$ cat src/pllssc_pkg.sv
// constants, field layout and types for the pll and spread-spectrum control block
// Overview of operation
// each pll: normal 80-200, high 180-300 mhz
// fractional n/m when vco at most 250 mhz
// host: integer n/m above 250 mhz vco
// host: keep m no larger than n
// pll bypass routes input clock to switch a
// vco bypass powers pll down, m kept
// vco bypass output is input over m*p
// normal output is input times n/m over p
// loop settings derived from dividers, not host
// second pll has modulated and plain outputs
// center spread keeps mean phase of carrier
// modulated clock chosen via switch a source
// spread bypass forces modulated output low
// host: spread use needs vco at most 167
// center spread 0.1, 0.25 or 0.4 percent
// down spread 1, 1.5, 2 or 3 percent
// sweep rate 30 or 60 khz selectable
// triangular modulation profile each sweep
// two-bit slew field per output
// four-bit field sets multi-function pin roles
// address mode allows four devices per bus
// pin levels become low slave address bits
package pllssc_pkg;
   localparam int CLK_HZ = 100_000_000;
   localparam int SSC_SLOW_HZ = 30_000;
   localparam int SSC_FAST_HZ = 60_000;
   localparam logic [11:0] SSC_HALF = 12'(CLK_HZ / SSC_SLOW_HZ / 2);
   localparam logic [11:0] SSC_STEP_SLOW = 12'h001;
   localparam logic [11:0] SSC_STEP_FAST = 12'(SSC_FAST_HZ / SSC_SLOW_HZ);
   localparam logic [39:0] VCO_NORM_MIN_KHZ = 40'h00_0001_3880;
   localparam logic [39:0] VCO_NORM_MAX_KHZ = 40'h00_0003_0d40;
   localparam logic [39:0] VCO_HIGH_MIN_KHZ = 40'h00_0002_bf20;
   localparam logic [39:0] VCO_HIGH_MAX_KHZ = 40'h00_0004_93e0;
   localparam logic [39:0] VCO_FRAC_MAX_KHZ = 40'h00_0003_d090;
   localparam logic [39:0] VCO_SSC_MAX_KHZ = 40'h00_0002_8c58;
   localparam logic [3:0] IDX_PLL1 = 4'h0;
   localparam logic [3:0] IDX_SSC = 4'h3;
   localparam logic [3:0] IDX_OUT1 = 4'h4;
   localparam logic [3:0] IDX_MFP = 4'ha;
   localparam logic [3:0] IDX_STATUS = 4'hb;
   localparam int NUM_REGS = 11;
   localparam int PLL_N_LSB = 9;
   localparam int PLL_RANGE_BIT = 21;
   localparam int PLL_VBYP_BIT = 22;
   localparam int PLL_PBYP_BIT = 23;
   localparam int SSC_DOWN_BIT = 0;
   localparam int SSC_AMT_LSB = 1;
   localparam int SSC_RATE_BIT = 3;
   localparam int SSC_BYP_BIT = 4;
   localparam int OUT_P_LSB = 3;
   localparam int OUT_SLEW_LSB = 10;
   localparam logic [31:0] PLL_MASK = 32'h00ff_ffff;
   localparam logic [31:0] SSC_MASK = 32'h0000_001f;
   localparam logic [31:0] OUT_MASK = 32'h0000_0fff;
   localparam logic [31:0] MFP_MASK = 32'h0000_000f;
   localparam logic [31:0] PLL_RST = 32'h0000_0201;
   localparam logic [31:0] SSC_RST = 32'h0000_0010;
   localparam logic [31:0] OUT_RST = 32'h0000_0008;
   localparam logic [3:0] MFP_ADDR_MODE = 4'hf;
   localparam logic [1:0] MFP_PD = 2'h0;
   localparam logic [1:0] MFP_BYP = 2'h1;
   localparam logic [1:0] MFP_CSEL = 2'h2;
   localparam logic [15:0] CTR_0P10 = 16'h000a;
   localparam logic [15:0] CTR_0P25 = 16'h0019;
   localparam logic [15:0] CTR_0P40 = 16'h0028;
   localparam logic [15:0] DN_1P0 = 16'h0064;
   localparam logic [15:0] DN_1P5 = 16'h0096;
   localparam logic [15:0] DN_2P0 = 16'h00c8;
   localparam logic [15:0] DN_3P0 = 16'h012c;
   typedef enum logic [2:0] {
      SRC_INPUT = 3'b000,
      SRC_PLL1 = 3'b001,
      SRC_PLL2 = 3'b010,
      SRC_PLL2_SSC = 3'b011,
      SRC_PLL3 = 3'b100
   } pllssc_src_t;
   typedef enum logic [1:0] {
      OST_ACTIVE = 2'b00,
      OST_LOW = 2'b01,
      OST_HIZ = 2'b10,
      OST_PD = 2'b11
   } pllssc_ostate_t;
endpackage

$ cat src/pllssc_ctrl.sv
// register slave, pll mode control, spread modulation and pin roles
//
// The address map and the Avalon-MM register port are this design's own decisions.
`timescale 1ns/1ns
module pllssc_ctrl
   import pllssc_pkg::*;
#(
   parameter int REF_KHZ = 27000
)
(
   input wire logic clock_i,
   input wire logic rst_i,
   input wire logic [7:0] avs_address_i,
   input wire logic avs_read_i,
   input wire logic avs_write_i,
   input wire logic [31:0] avs_writedata_i,
   input wire logic [3:0] avs_byteenable_i,
   output logic [31:0] avs_readdata_o,
   output logic avs_waitrequest_o,
   input wire logic multi_function_pin_low_i,
   input wire logic multi_function_pin_high_i,
   output logic [26:0] pll_m_o,
   output logic [35:0] pll_n_o,
   output logic [2:0] vco_range_select_o,
   output logic [2:0] vco_bypass_select_o,
   output logic [2:0] pll_bypass_o,
   output logic [2:0] pll_power_down_o,
   output logic [2:0] frac_enable_o,
   output logic [8:0] loop_code_o,
   output logic ssc_out_enable_o,
   output logic ssc_down_o,
   output logic [15:0] ssc_dev_o,
   output logic [17:0] switch_a_source_select_o,
   output logic [41:0] post_div_o,
   output logic [11:0] slew_rate_o,
   output logic [1:0] output_state_o,
   output logic clock_select_o,
   output logic div_bypass_o,
   output logic slave_addr_bit_zero_o,
   output logic slave_addr_bit_one_o
);

   logic [31:0] regs [0:NUM_REGS-1];
   logic wait_q;
   logic [31:0] rdata_q;
   logic [1:0] s0_sync;
   logic [1:0] s1_sync;
   logic [11:0] tri_q;
   logic dir_down;
   logic [15:0] dev_q;
   logic [2:0] pwd_q;
   logic [2:0] frac_q;
   logic [2:0] range_ok_q;
   logic [8:0] loop_q;
   logic ssc_ok_q;
   logic [1:0] ostate_q;
   logic csel_q;
   logic dbyp_q;
   logic ssc_en_q;
   logic addr0_q;
   logic addr1_q;

   // n * ref compared with khz * m, i.e. vco above khz
   function automatic logic vco_above(input logic [31:0] r, input logic [39:0] khz);
      logic [39:0] lhs;
      logic [39:0] rhs;
      lhs = 40'(r[PLL_N_LSB +: 12]) * 40'(REF_KHZ);
      rhs = khz * 40'(r[8:0]);
      return lhs > rhs;
   endfunction

   // byte-lane merge of a write into a stored word
   function automatic logic [31:0] merge(input logic [31:0] old, input logic [31:0] mask);
      logic [31:0] be;
      be = {{8{avs_byteenable_i[3]}}, {8{avs_byteenable_i[2]}},
            {8{avs_byteenable_i[1]}}, {8{avs_byteenable_i[0]}}};
      return ((old & ~be) | (avs_writedata_i & be)) & mask;
   endfunction

   function automatic logic [31:0] reg_mask(input int i);
      return (i < int'(IDX_SSC)) ? PLL_MASK : (i == int'(IDX_SSC)) ? SSC_MASK :
             (i < int'(IDX_MFP)) ? OUT_MASK : MFP_MASK;
   endfunction

   function automatic logic [31:0] reg_rst(input int i);
      return (i < int'(IDX_SSC)) ? PLL_RST : (i == int'(IDX_SSC)) ? SSC_RST :
             (i < int'(IDX_MFP)) ? OUT_RST : 32'h0000_0000;
   endfunction

   // bus decode
   wire [3:0] idx = avs_address_i[5:2];
   wire in_map = (avs_address_i[7:6] == 2'h0) && (idx <= IDX_STATUS);
   wire req = avs_read_i | avs_write_i;
   wire commit_wr = avs_write_i & ~wait_q & in_map;
   wire [31:0] ssc_r = regs[IDX_SSC];
   wire [31:0] mfp_r = regs[IDX_MFP];
   wire [31:0] pll2_r = regs[IDX_PLL1 + 4'h1];
   wire ssc_byp = ssc_r[SSC_BYP_BIT];
   wire ssc_down = ssc_r[SSC_DOWN_BIT];
   wire [1:0] ssc_amt = ssc_r[SSC_AMT_LSB +: 2];
   wire s0 = s0_sync[1];
   wire s1 = s1_sync[1];

   // status word
   wire [31:0] status_w = {20'h0_0000, ostate_q, s1, s0, ssc_ok_q, ssc_out_enable_o,
                           range_ok_q, frac_q};
   wire [31:0] rd_word = !in_map ? 32'h0000_0000 :
                         (idx == IDX_STATUS) ? status_w : regs[idx];

   // single wait cycle per access, answer on second edge
   always_ff @(posedge clock_i or posedge rst_i)
   begin
      if (rst_i)
      begin
         wait_q <= 1'b1;
      end
      else
      begin
         wait_q <= ~(req & wait_q);
      end
   end

   always_ff @(posedge clock_i or posedge rst_i)
   begin
      if (rst_i)
      begin
         rdata_q <= 32'h0000_0000;
      end
      else if (avs_read_i & wait_q)
      begin
         rdata_q <= rd_word;
      end
   end

   // configuration storage
   always_ff @(posedge clock_i or posedge rst_i)
   begin
      if (rst_i)
      begin
         for (int i = 0; i < NUM_REGS; i++)
         begin
            regs[i] <= reg_rst(i);
         end
      end
      else if (commit_wr && idx != IDX_STATUS)
      begin
         regs[idx] <= merge(regs[idx], reg_mask(int'(idx)));
      end
   end

   // pin synchronisers
   always_ff @(posedge clock_i or posedge rst_i)
   begin
      if (rst_i)
      begin
         s0_sync <= 2'h0;
         s1_sync <= 2'h0;
      end
      else
      begin
         s0_sync <= {s0_sync[0], multi_function_pin_low_i};
         s1_sync <= {s1_sync[0], multi_function_pin_high_i};
      end
   end

   // per-pll derived settings
   logic [2:0] next_frac;
   logic [2:0] next_range_ok;
   logic [8:0] next_loop;
   always_comb
   begin
      next_frac = 3'h0;
      next_range_ok = 3'h0;
      next_loop = 9'h000;
      for (int p = 0; p < 3; p++)
      begin
         // fractional at or below limit
         next_frac[p] = ~vco_above(regs[p], VCO_FRAC_MAX_KHZ);
         // range window check
         if (regs[p][PLL_RANGE_BIT])
         begin
            next_range_ok[p] = ~vco_above(regs[p], VCO_HIGH_MAX_KHZ)
                               & vco_above(regs[p], VCO_HIGH_MIN_KHZ - 40'h1);
         end
         else
         begin
            next_range_ok[p] = ~vco_above(regs[p], VCO_NORM_MAX_KHZ)
                               & vco_above(regs[p], VCO_NORM_MIN_KHZ - 40'h1);
         end
         // loop code from n divider and range bit
         next_loop[p*3 +: 3] = {regs[p][PLL_RANGE_BIT],
                                (regs[p][PLL_N_LSB +: 12] > 12'h0ff),
                                (regs[p][PLL_N_LSB +: 12] > 12'h00f)};
      end
   end

   always_ff @(posedge clock_i or posedge rst_i)
   begin
      if (rst_i)
      begin
         frac_q <= 3'h0;
         range_ok_q <= 3'h0;
         loop_q <= 9'h000;
         ssc_ok_q <= 1'b0;
      end
      else
      begin
         frac_q <= next_frac;
         range_ok_q <= next_range_ok;
         loop_q <= next_loop;
         ssc_ok_q <= ~vco_above(pll2_r, VCO_SSC_MAX_KHZ);
      end
   end

   // triangle sweep position
   wire [11:0] step = ssc_r[SSC_RATE_BIT] ? SSC_STEP_FAST : SSC_STEP_SLOW;
   logic [11:0] next_tri;
   logic next_dir;
   always_comb
   begin
      next_tri = tri_q;
      next_dir = dir_down;
      if (ssc_byp)
      begin
         next_tri = 12'h000;
         next_dir = 1'b0;
      end
      // up then down ramp
      else if (!dir_down)
      begin
         if (tri_q + step >= SSC_HALF)
         begin
            next_tri = SSC_HALF;
            next_dir = 1'b1;
         end
         else
         begin
            next_tri = tri_q + step;
         end
      end
      else
      begin
         if (tri_q <= step)
         begin
            next_tri = 12'h000;
            next_dir = 1'b0;
         end
         else
         begin
            next_tri = tri_q - step;
         end
      end
   end

   // rate sets ramp step
   always_ff @(posedge clock_i or posedge rst_i)
   begin
      if (rst_i)
      begin
         tri_q <= 12'h000;
         dir_down <= 1'b0;
      end
      else
      begin
         tri_q <= next_tri;
         dir_down <= next_dir;
      end
   end

   // deviation peak in hundredths of a percent
   logic [15:0] peak;
   always_comb
   begin
      case ({ssc_down, ssc_amt})
         // center spread amounts
         3'b000: peak = CTR_0P10;
         3'b001: peak = CTR_0P25;
         3'b010: peak = CTR_0P40;
         3'b011: peak = CTR_0P40;
         // down spread amounts
         3'b100: peak = DN_1P0;
         3'b101: peak = DN_1P5;
         3'b110: peak = DN_2P0;
         3'b111: peak = DN_3P0;
         default: peak = 16'h0000;
      endcase
   end

   wire [27:0] prod = 28'(peak) * 28'(tri_q);
   wire [15:0] scaled = 16'(prod / 28'(SSC_HALF));
   // symmetric about zero, zero mean
   wire [15:0] ctr_dev = 16'(scaled << 1) - peak;
   // never above carrier
   wire [15:0] dn_dev = 16'h0000 - scaled;
   // modulation silenced in bypass
   wire [15:0] next_dev = ssc_byp ? 16'h0000 : (ssc_down ? dn_dev : ctr_dev);

   always_ff @(posedge clock_i or posedge rst_i)
   begin
      if (rst_i)
      begin
         dev_q <= 16'h0000;
         ssc_en_q <= 1'b0;
      end
      else
      begin
         dev_q <= next_dev;
         ssc_en_q <= ~ssc_byp;
      end
   end

   // multi-function pin roles
   // field selects pin use
   wire addr_mode = (mfp_r[3:0] == MFP_ADDR_MODE);
   wire [1:0] low_role = mfp_r[1:0];
   wire hi_ctrl = ~mfp_r[3];
   wire pd_req = ~addr_mode & (low_role == MFP_PD) & ~s0;
   wire byp_req = ~addr_mode & (low_role == MFP_BYP) & ~s0;
   wire out_off = ~addr_mode & hi_ctrl & ~s1;
   wire [1:0] next_ostate = pd_req ? OST_PD :
                            (out_off & mfp_r[2]) ? OST_HIZ :
                            out_off ? OST_LOW : OST_ACTIVE;

   always_ff @(posedge clock_i or posedge rst_i)
   begin
      if (rst_i)
      begin
         ostate_q <= OST_ACTIVE;
         csel_q <= 1'b0;
         dbyp_q <= 1'b0;
         addr0_q <= 1'b0;
         addr1_q <= 1'b0;
      end
      else
      begin
         ostate_q <= next_ostate;
         csel_q <= ~addr_mode & (low_role == MFP_CSEL) & s0;
         dbyp_q <= byp_req | pd_req;
         // pins as low address bits
         addr0_q <= addr_mode & s0;
         addr1_q <= addr_mode & s1;
      end
   end

   // vco bypass or pin power-down
   always_ff @(posedge clock_i or posedge rst_i)
   begin
      if (rst_i)
      begin
         pwd_q <= 3'h0;
      end
      else
      begin
         for (int p = 0; p < 3; p++)
         begin
            pwd_q[p] <= regs[p][PLL_VBYP_BIT] | pd_req;
         end
      end
   end

   // register-sourced outputs
   genvar g;
   generate
      for (g = 0; g < 3; g++)
      begin : g_pll
         // m stays in path, n drives loop
         assign pll_m_o[g*9 +: 9] = regs[g][8:0];
         assign pll_n_o[g*12 +: 12] = regs[g][PLL_N_LSB +: 12];
         // speed range per pll
         assign vco_range_select_o[g] = regs[g][PLL_RANGE_BIT];
         assign vco_bypass_select_o[g] = regs[g][PLL_VBYP_BIT];
         // input straight to switch a
         assign pll_bypass_o[g] = regs[g][PLL_PBYP_BIT];
      end
      for (g = 0; g < 6; g++)
      begin : g_out
         // source select picks modulated clock
         assign switch_a_source_select_o[g*3 +: 3] = regs[IDX_OUT1 + 4'(g)][2:0];
         assign post_div_o[g*7 +: 7] = regs[IDX_OUT1 + 4'(g)][OUT_P_LSB +: 7];
         // two-bit slew per output
         assign slew_rate_o[g*2 +: 2] = regs[IDX_OUT1 + 4'(g)][OUT_SLEW_LSB +: 2];
      end
   endgenerate

   assign avs_readdata_o = rdata_q;
   assign avs_waitrequest_o = wait_q;
   assign pll_power_down_o = pwd_q;
   assign frac_enable_o = frac_q;
   assign loop_code_o = loop_q;
   // modulated output gated, plain one untouched
   assign ssc_out_enable_o = ssc_en_q;
   assign ssc_down_o = ssc_r[SSC_DOWN_BIT];
   assign ssc_dev_o = dev_q;
   assign output_state_o = ostate_q;
   assign clock_select_o = csel_q;
   assign div_bypass_o = dbyp_q;
   assign slave_addr_bit_zero_o = addr0_q;
   assign slave_addr_bit_one_o = addr1_q;

endmodule

$ cat config.mk
export PLATFORM = sky130hd
export DESIGN_NAME = pllssc_ctrl
export DESIGN_NICKNAME = d
export VERILOG_FILES = /design/src/pllssc_pkg.sv /design/src/pllssc_ctrl.sv
export SDC_FILE = /design/constraint.sdc
export NUM_CORES = 2
export LEC_CHECK = 0
export BUFFER_PORTS_ARGS = -buffer_cell sky130_fd_sc_hd__buf_2
export CAP_MARGIN = 20
export CORE_MARGIN = 2
export CORE_UTILIZATION = 55
export CTS_BUF_LIST = sky130_fd_sc_hd__clkbuf_8 sky130_fd_sc_hd__clkbuf_16
export DETAILED_ROUTE_END_ITERATION = 8
export GPL_ROUTABILITY_DRIVEN = 0
export PLACE_DENSITY_LB_ADDON = 0.15
export SLEW_MARGIN = 20
export SYNTH_ARGS = -nofsm -noshare
export SYNTH_HDL_FRONTEND = slang
export SYNTH_SLANG_ARGS = --single-unit
$ cat constraint.sdc
create_clock -name clock_i -period 37.8 [get_ports clock_i]
set_input_delay 3.78 -clock clock_i [delete_from_list [all_inputs] [get_ports clock_i]]
set_output_delay 3.78 -clock clock_i [all_outputs]
set_load 0.02 [all_outputs]
Yosys cells after proc, flatten, opt, wreduce, memory -nomap -nowiden
Memories as Yosys holds them, arrays and structs flattened.
Index checks and enable logic that the tools add are counted.

storage, ports and cells
  bits in registers = 444
  bits in read-only memories = 72
  bits of input ports = 50
  output and inout bits = 216
  logic and storage cells = 172
  memories kept = 1

operators by class
  add/subtract/negate cells = 4
  multipliers = 20
  div/mod/pow operators = 1
  $lt $le $gt $ge = 29
  eq/ne operators = 6
  multiplexer cells = 28
  bitwise gates (word level) = 49
  reductions and logical operators = 5

memory list
  name             depth  bits a word  rd ports  clocked after memory_dff  write ports  line                source
  (no name shown)  8      9            1         0                         0            pllssc_ctrl.sv:274  case ({ssc_down, ssc_amt})

operators by type and width
  operator                number
  $bwmux 352              1
  $gt 27x27->1            10
  $mux 32                 5
  $mul 14x9->23 const A   6
  $bmux 32 s4             1
  $demux 32 s4            1
  $gt 27x28->1            3
  $gt 27x26->1            3
  $mul 18x9->27 const A   3
  $mul 17x9->26 const A   3
  $mul 12x12->24 const B  3
  $mux 12                 6
  $and 32x32->32          2
  $mul 12x9->21 const A   3
  $gt 12x4->1 const B     3
  $gt 12x8->1 const B     3
  $and 32x24->32          1
  $mux 16                 2
  $not 32->32             1
  $or 32x32->32           1
  $div 28x11->28 const B  1
  $mul 16x12->28          1
  $mul 15x9->24 const A   1
  $mux 24                 1
  other kinds (24)        77

Depth between registers and ports, before layout
  depth in word-level cells = 8
  gate-level depth with buffers = 81
  mapped depth without buffers = 73

Worst setup path after synthesis
No wires, ideal clock.

  path type = flip-flop to flip-flop
  start = register regs, in the netlist ssc_r[1]
  end = register dev_q[13] (netlist: ssc_dev_o[13])
  setup time = 0.124 ns
  data arrival time = 17.095 ns
  required time = 37.676 ns
  slack = 20.581 ns
  stages on the path, launching flop included = 77
  clock period less this slack = 17.219 ns
  path through = dfrtp_1 > inv_1 > ha_1 > mux2i_1 > clkbuf_1 > nand2_1 > fa_1 > inv_1 > fa_1 > inv_1 > fa_1 > inv_1 > fa_1 > inv_1 > fa_1 > inv_1 > ha_1 > buf_4 > [41 not listed] > a221oi_1 > mux2i_4 > a21oi_1 > mux2_2 > a221o_1 > ha_1 > inv_1 > o21bai_1 > a21oi_1 > o21ai_0 > a21o_1 > a21o_1 > a21o_1 > a21o_1 > a21oi_1 > nand2_1 > o21a_1 > o31a_1

between the ends
  cells in the longest elaborated chain, start to end = 6
  elaborated cells between the ends (all ways) = 7
  classes of those cells = 2 x add/sub; 1 x mul; 1 x div; 2 x mux; 1 x memory

RTL lines
  element                                          line                                    source
  start: declaration                               pllssc_ctrl.sv:43                       logic [31:0] regs [0:NUM_REGS-1];
  start signal: indexed assignment                 pllssc_ctrl.sv:142                      regs[i] <= reg_rst(i);
  start signal: indexed assignment                 pllssc_ctrl.sv:147                      regs[idx] <= merge(regs[idx], reg_mask(int'(idx)));
  $mem_v2 8x9 *                                    n/a
  $mul 16x12->28                                   pllssc_ctrl.sv:289                      wire [27:0] prod = 28'(peak) * 28'(tri_q);
  $div 28x11->28                                   pllssc_ctrl.sv:290                      wire [15:0] scaled = 16'(prod / 28'(SSC_HALF));
  $sub 16x16->16 or $sub 1x16->16 (tied branches)  pllssc_ctrl.sv:292, pllssc_ctrl.sv:294
  $mux 16 * (2 in series)                          pllssc_ctrl.sv:296                      wire [15:0] next_dev = ssc_byp ? 16'h0000 : (ssc_down ? dn_dev : ctr_dev);
  via next_dev[13]                                 pllssc_ctrl.sv:296
  end signal: assignment                           pllssc_ctrl.sv:307                      dev_q <= next_dev;
  end: declaration                                 pllssc_ctrl.sv:50                       logic [15:0] dev_q;

Mark *: on every way through the listed nets, which the timed path passes. The rest lies on a longest branch.
A chain may end at the register's enable or synchronous reset.

Worst setup path in the final report
  start = register regs, in the netlist ssc_r[0]
  end = register dev_q[11] (netlist: ssc_dev_o[11])

between the ends
  cells in the longest elaborated chain, start to end = 6
  elaborated cells between the ends (all ways) = 7
  classes of those cells = 2 x add/sub; 1 x mul; 1 x div; 2 x mux; 1 x memory

RTL lines
  element                                          line
  $mem_v2 8x9                                      n/a
  $mul 16x12->28                                   pllssc_ctrl.sv:289
  $div 28x11->28                                   pllssc_ctrl.sv:290
  $sub 16x16->16 or $sub 1x16->16 (tied branches)  pllssc_ctrl.sv:292, pllssc_ctrl.sv:294
  $mux 16 * (2 in series)                          pllssc_ctrl.sv:296
  via next_dev[11]                                 pllssc_ctrl.sv:296

Marks and branches as above.

==> flow_metrics.tcl <==
set metrics [dict create \
    drt-pass1-iter-count 6 \
    ff2ff_setup_slack_ns 16.44 \
    syn_to_final_growth_pct 5.54 \
    min_period_over_period_pct 56.5 \
    seq_area_frac_synth_pct 12.6 \
    antenna_left 0 \
    min_from "s1_sync[0]$_DFF_PP0_" \
    min_period_ns 21.36 \
    vias 54300 \
    finalMaxSlewViolations 0 \
    clk_path_buf_depth 3 \
    final_cell_mix "ha_1 (1440), inv_1 (1405), fa_1 (625)" \
    dp_hpwl_um 168000 \
    power.leakage_nw 40.7 \
    numCtsBuffers 43 \
    outcome "finished clean" \
    tritoncts "yes" \
    holdPathEnd "s1_sync[1]$_DFF_PP0_" \
    max_freq_mhz 46.8 \
    grt_max_degree 177 \
    synth_edf_count 0 \
    hold_slack_ns 0.355 \
    cp_max_fo 60 \
    ir_drop_uv 73.8 \
    stdcell_count 9330 \
    final_cell_area_um2 73000 \
    portBuffers 246 \
    timing.rr.end "ssc_dev_o[11]$_DFF_PP0_" \
    end_kind "flop" \
    slowest_stage "nor2b_1" \
    finalSetupViolCount 0 \
    cts_setup_buffers 0 \
    num-nets-final 9758 \
    slew_headroom_pct 18.7 \
    fill_cells 11100 \
    cts_resized 0 \
    finalPower_mw 2.26 \
    wl_met3_um 17300 \
    rsz0062_at_grt "false" \
    skew_ns 0.0702 \
    worstSetupPathType "reg2reg" \
    rr_worst_depth 69 \
    grt_overflow_total 0 \
    worst_path_largest_cell_delay_ns 0.84 \
    fin_setup_tns_ns 0 \
    ys.flop_type "dfrtp_1" \
    drc_errors 0 \
    ys_types 128 \
    cp_common_cell "inv_1" \
    tightest_slew_ns 1.21 \
    worstHoldPathType "reg2reg" \
    required_ns 38.28 \
    antenna_found_initial 13 \
    syn_inst 7534 \
    postSynthAreaPerCell_um2 9.18 \
    htreeDepth 2 \
    highest_layer "met5" \
    drive_above_1_share_pct 9.29 \
    syn_area_um2 69200 \
    drt_wl_total_um 206000 \
    reg2reg_from "ssc_r[0]$_DFFE_PP0P_" \
    cp.arrival_ns 21.84 \
    wl_met2_um 90300 \
    ios 266 \
    grt_pass1_vias 53900 \
    power_density_nw_per_um2 31.0 \
    post_drt_wl_per_cell_um 22.1 \
    cts_sinks 348 \
    path_clk_slew_ns 0.06 \
    rows 130 \
    dpl_cell_area_um2 71500 \
    chipHeight_um 359 \
    synth_seq_cells 348 \
    dpl.cell_count 9248 \
    coreArea_um2 125000 \
    initial_core_util_pct 55.2 \
    clk_latency_ns 0.65 \
    grt_use_total_pct 32.2 \
    vias_per_cell 5.82 \
    hold_viol 0 \
    grt_pass1_wl_um 317000 \
    layout.cells.most_common "ha_1" \
    die-area_um2 129000 \
    cts_root_buf "clkbuf_16" \
    first_iter_violations 3673 \
    wl_met1_um 89700 \
    die-width_um 359 \
    hold_depth 0 \
    startpoint_type "flop" \
    cap_violations 0 \
    ys_warn_count 0 \
    cts_hold_buffers 0 \
    async_flop_share_pct 100 \
]
cells by family after synthesis:
kind of cell,share of synthesized area [%]
mux,4.07
xor+xnor,4.74
buf+inv,10.2
flops,12.6
other cells,0.00542
compound gates,13.9
simple gates,10.3
fa+ha+maj,44.2
synth_stat cells, types with 95 or more instances:
library cell | number | area (µm²)
and2_1 | 165 | 1030
dfrtp_1 | 334 | 8360
o21bai_1 | 180 | 1350
o21ai_0 | 243 | 1220
nor2b_1 | 95 | 594
nor3_1 | 97 | 485
inv_1 | 1397 | 5240
nand2b_1 | 98 | 613
buf_4 | 166 | 1250
xnor2_1 | 292 | 2560
a21o_1 | 144 | 1080
ha_1 | 1440 | 18000
a21oi_1 | 457 | 2290
nor2_1 | 246 | 923
nand2_1 | 324 | 1220
clkbuf_1 | 106 | 398
fa_1 | 625 | 12500
sequential cells by signal, summed over array words and instances, names as in the netlist, 18 cells and up:
signal,count
post_div_o,42
switch_a_source_select_o,18
avs_readdata_o,24
regs,72
pll2_r,24
pll_n_o,24
ssc_r,24
mfp_r,24
pll_m_o,18
how the worst max path moves through the flow:
| stage | from | endpoint | cells past startpoint |
|---|---|---|---|
| 3_3_place_gp | ssc_r[0]$_DFFE_PP0P_ | ssc_dev_o[11]$_DFF_PP0_ | 68 |
| 5_1_grt | ssc_r[0]$_DFFE_PP0P_ | ssc_dev_o[11]$_DFF_PP0_ | 69 |
| 3_5_place_dp | ssc_r[0]$_DFFE_PP0P_ | ssc_dev_o[11]$_DFF_PP0_ | 69 |
| 2_1_floorplan | ssc_r[1]$_DFFE_PP0P_ | ssc_dev_o[13]$_DFF_PP0_ | 76 |
| 4_1_cts | ssc_r[0]$_DFFE_PP0P_ | ssc_dev_o[11]$_DFF_PP0_ | 69 |
| 6_report | ssc_r[0]$_DFFE_PP0P_ | ssc_dev_o[11]$_DFF_PP0_ | 69 |
worst max-delay path: cells and delay by family, from the launching register on:
kind,cells,cell delay (ns)
simple gates,13,3.61
buf+inv,7,0.80
fa+ha+maj,7,3.25
xor+xnor,3,1.59
flops,1,0.34
mux,3,1.17
compound gates,36,10.42
metrics by stage:
stage / util [%] / setup WS (ns)
6_report: 58.3 / 16.44
5_1_grt: 58.3 / 14.77
4_1_cts: 58.3 / 16.68
3_5_place_dp: 57.1 / 16.73
3_3_place_gp: 57.1 / 16.95
2_1_floorplan: - / 20.58
final cells by class:
type,instances,area [µm²],share of cell area (%)
clock inverter,31,295,0.404
multi-input combinational,5498,53400,73.2
tap,1650,2060,2.83
antenna,2,5.00,0.00686
timing repair buffer,352,2040,2.80
inverter,1400,5260,7.21
sequential,348,8730,12.0
clock buffer,49,1160,1.59
power by group:
part | leakage [nW] | internal, mW | switching [mW] | total (mW)
registers | 4.67 | 0.390 | 0.0374 | 0.427
clock network | 0.745 | 0.239 | 0.188 | 0.426
logic | 35.3 | 0.530 | 0.881 | 1.41
layer usage:
layer / vias to the layer above / track usage [%]
met5: - / 0
met4: 12 / 11.6
met3: 350 / 6.41
met2: 1791 / 50.0
met1: 26700 / 44.5
li1: 25500 / -
Power figures use the tool's default switching activity.
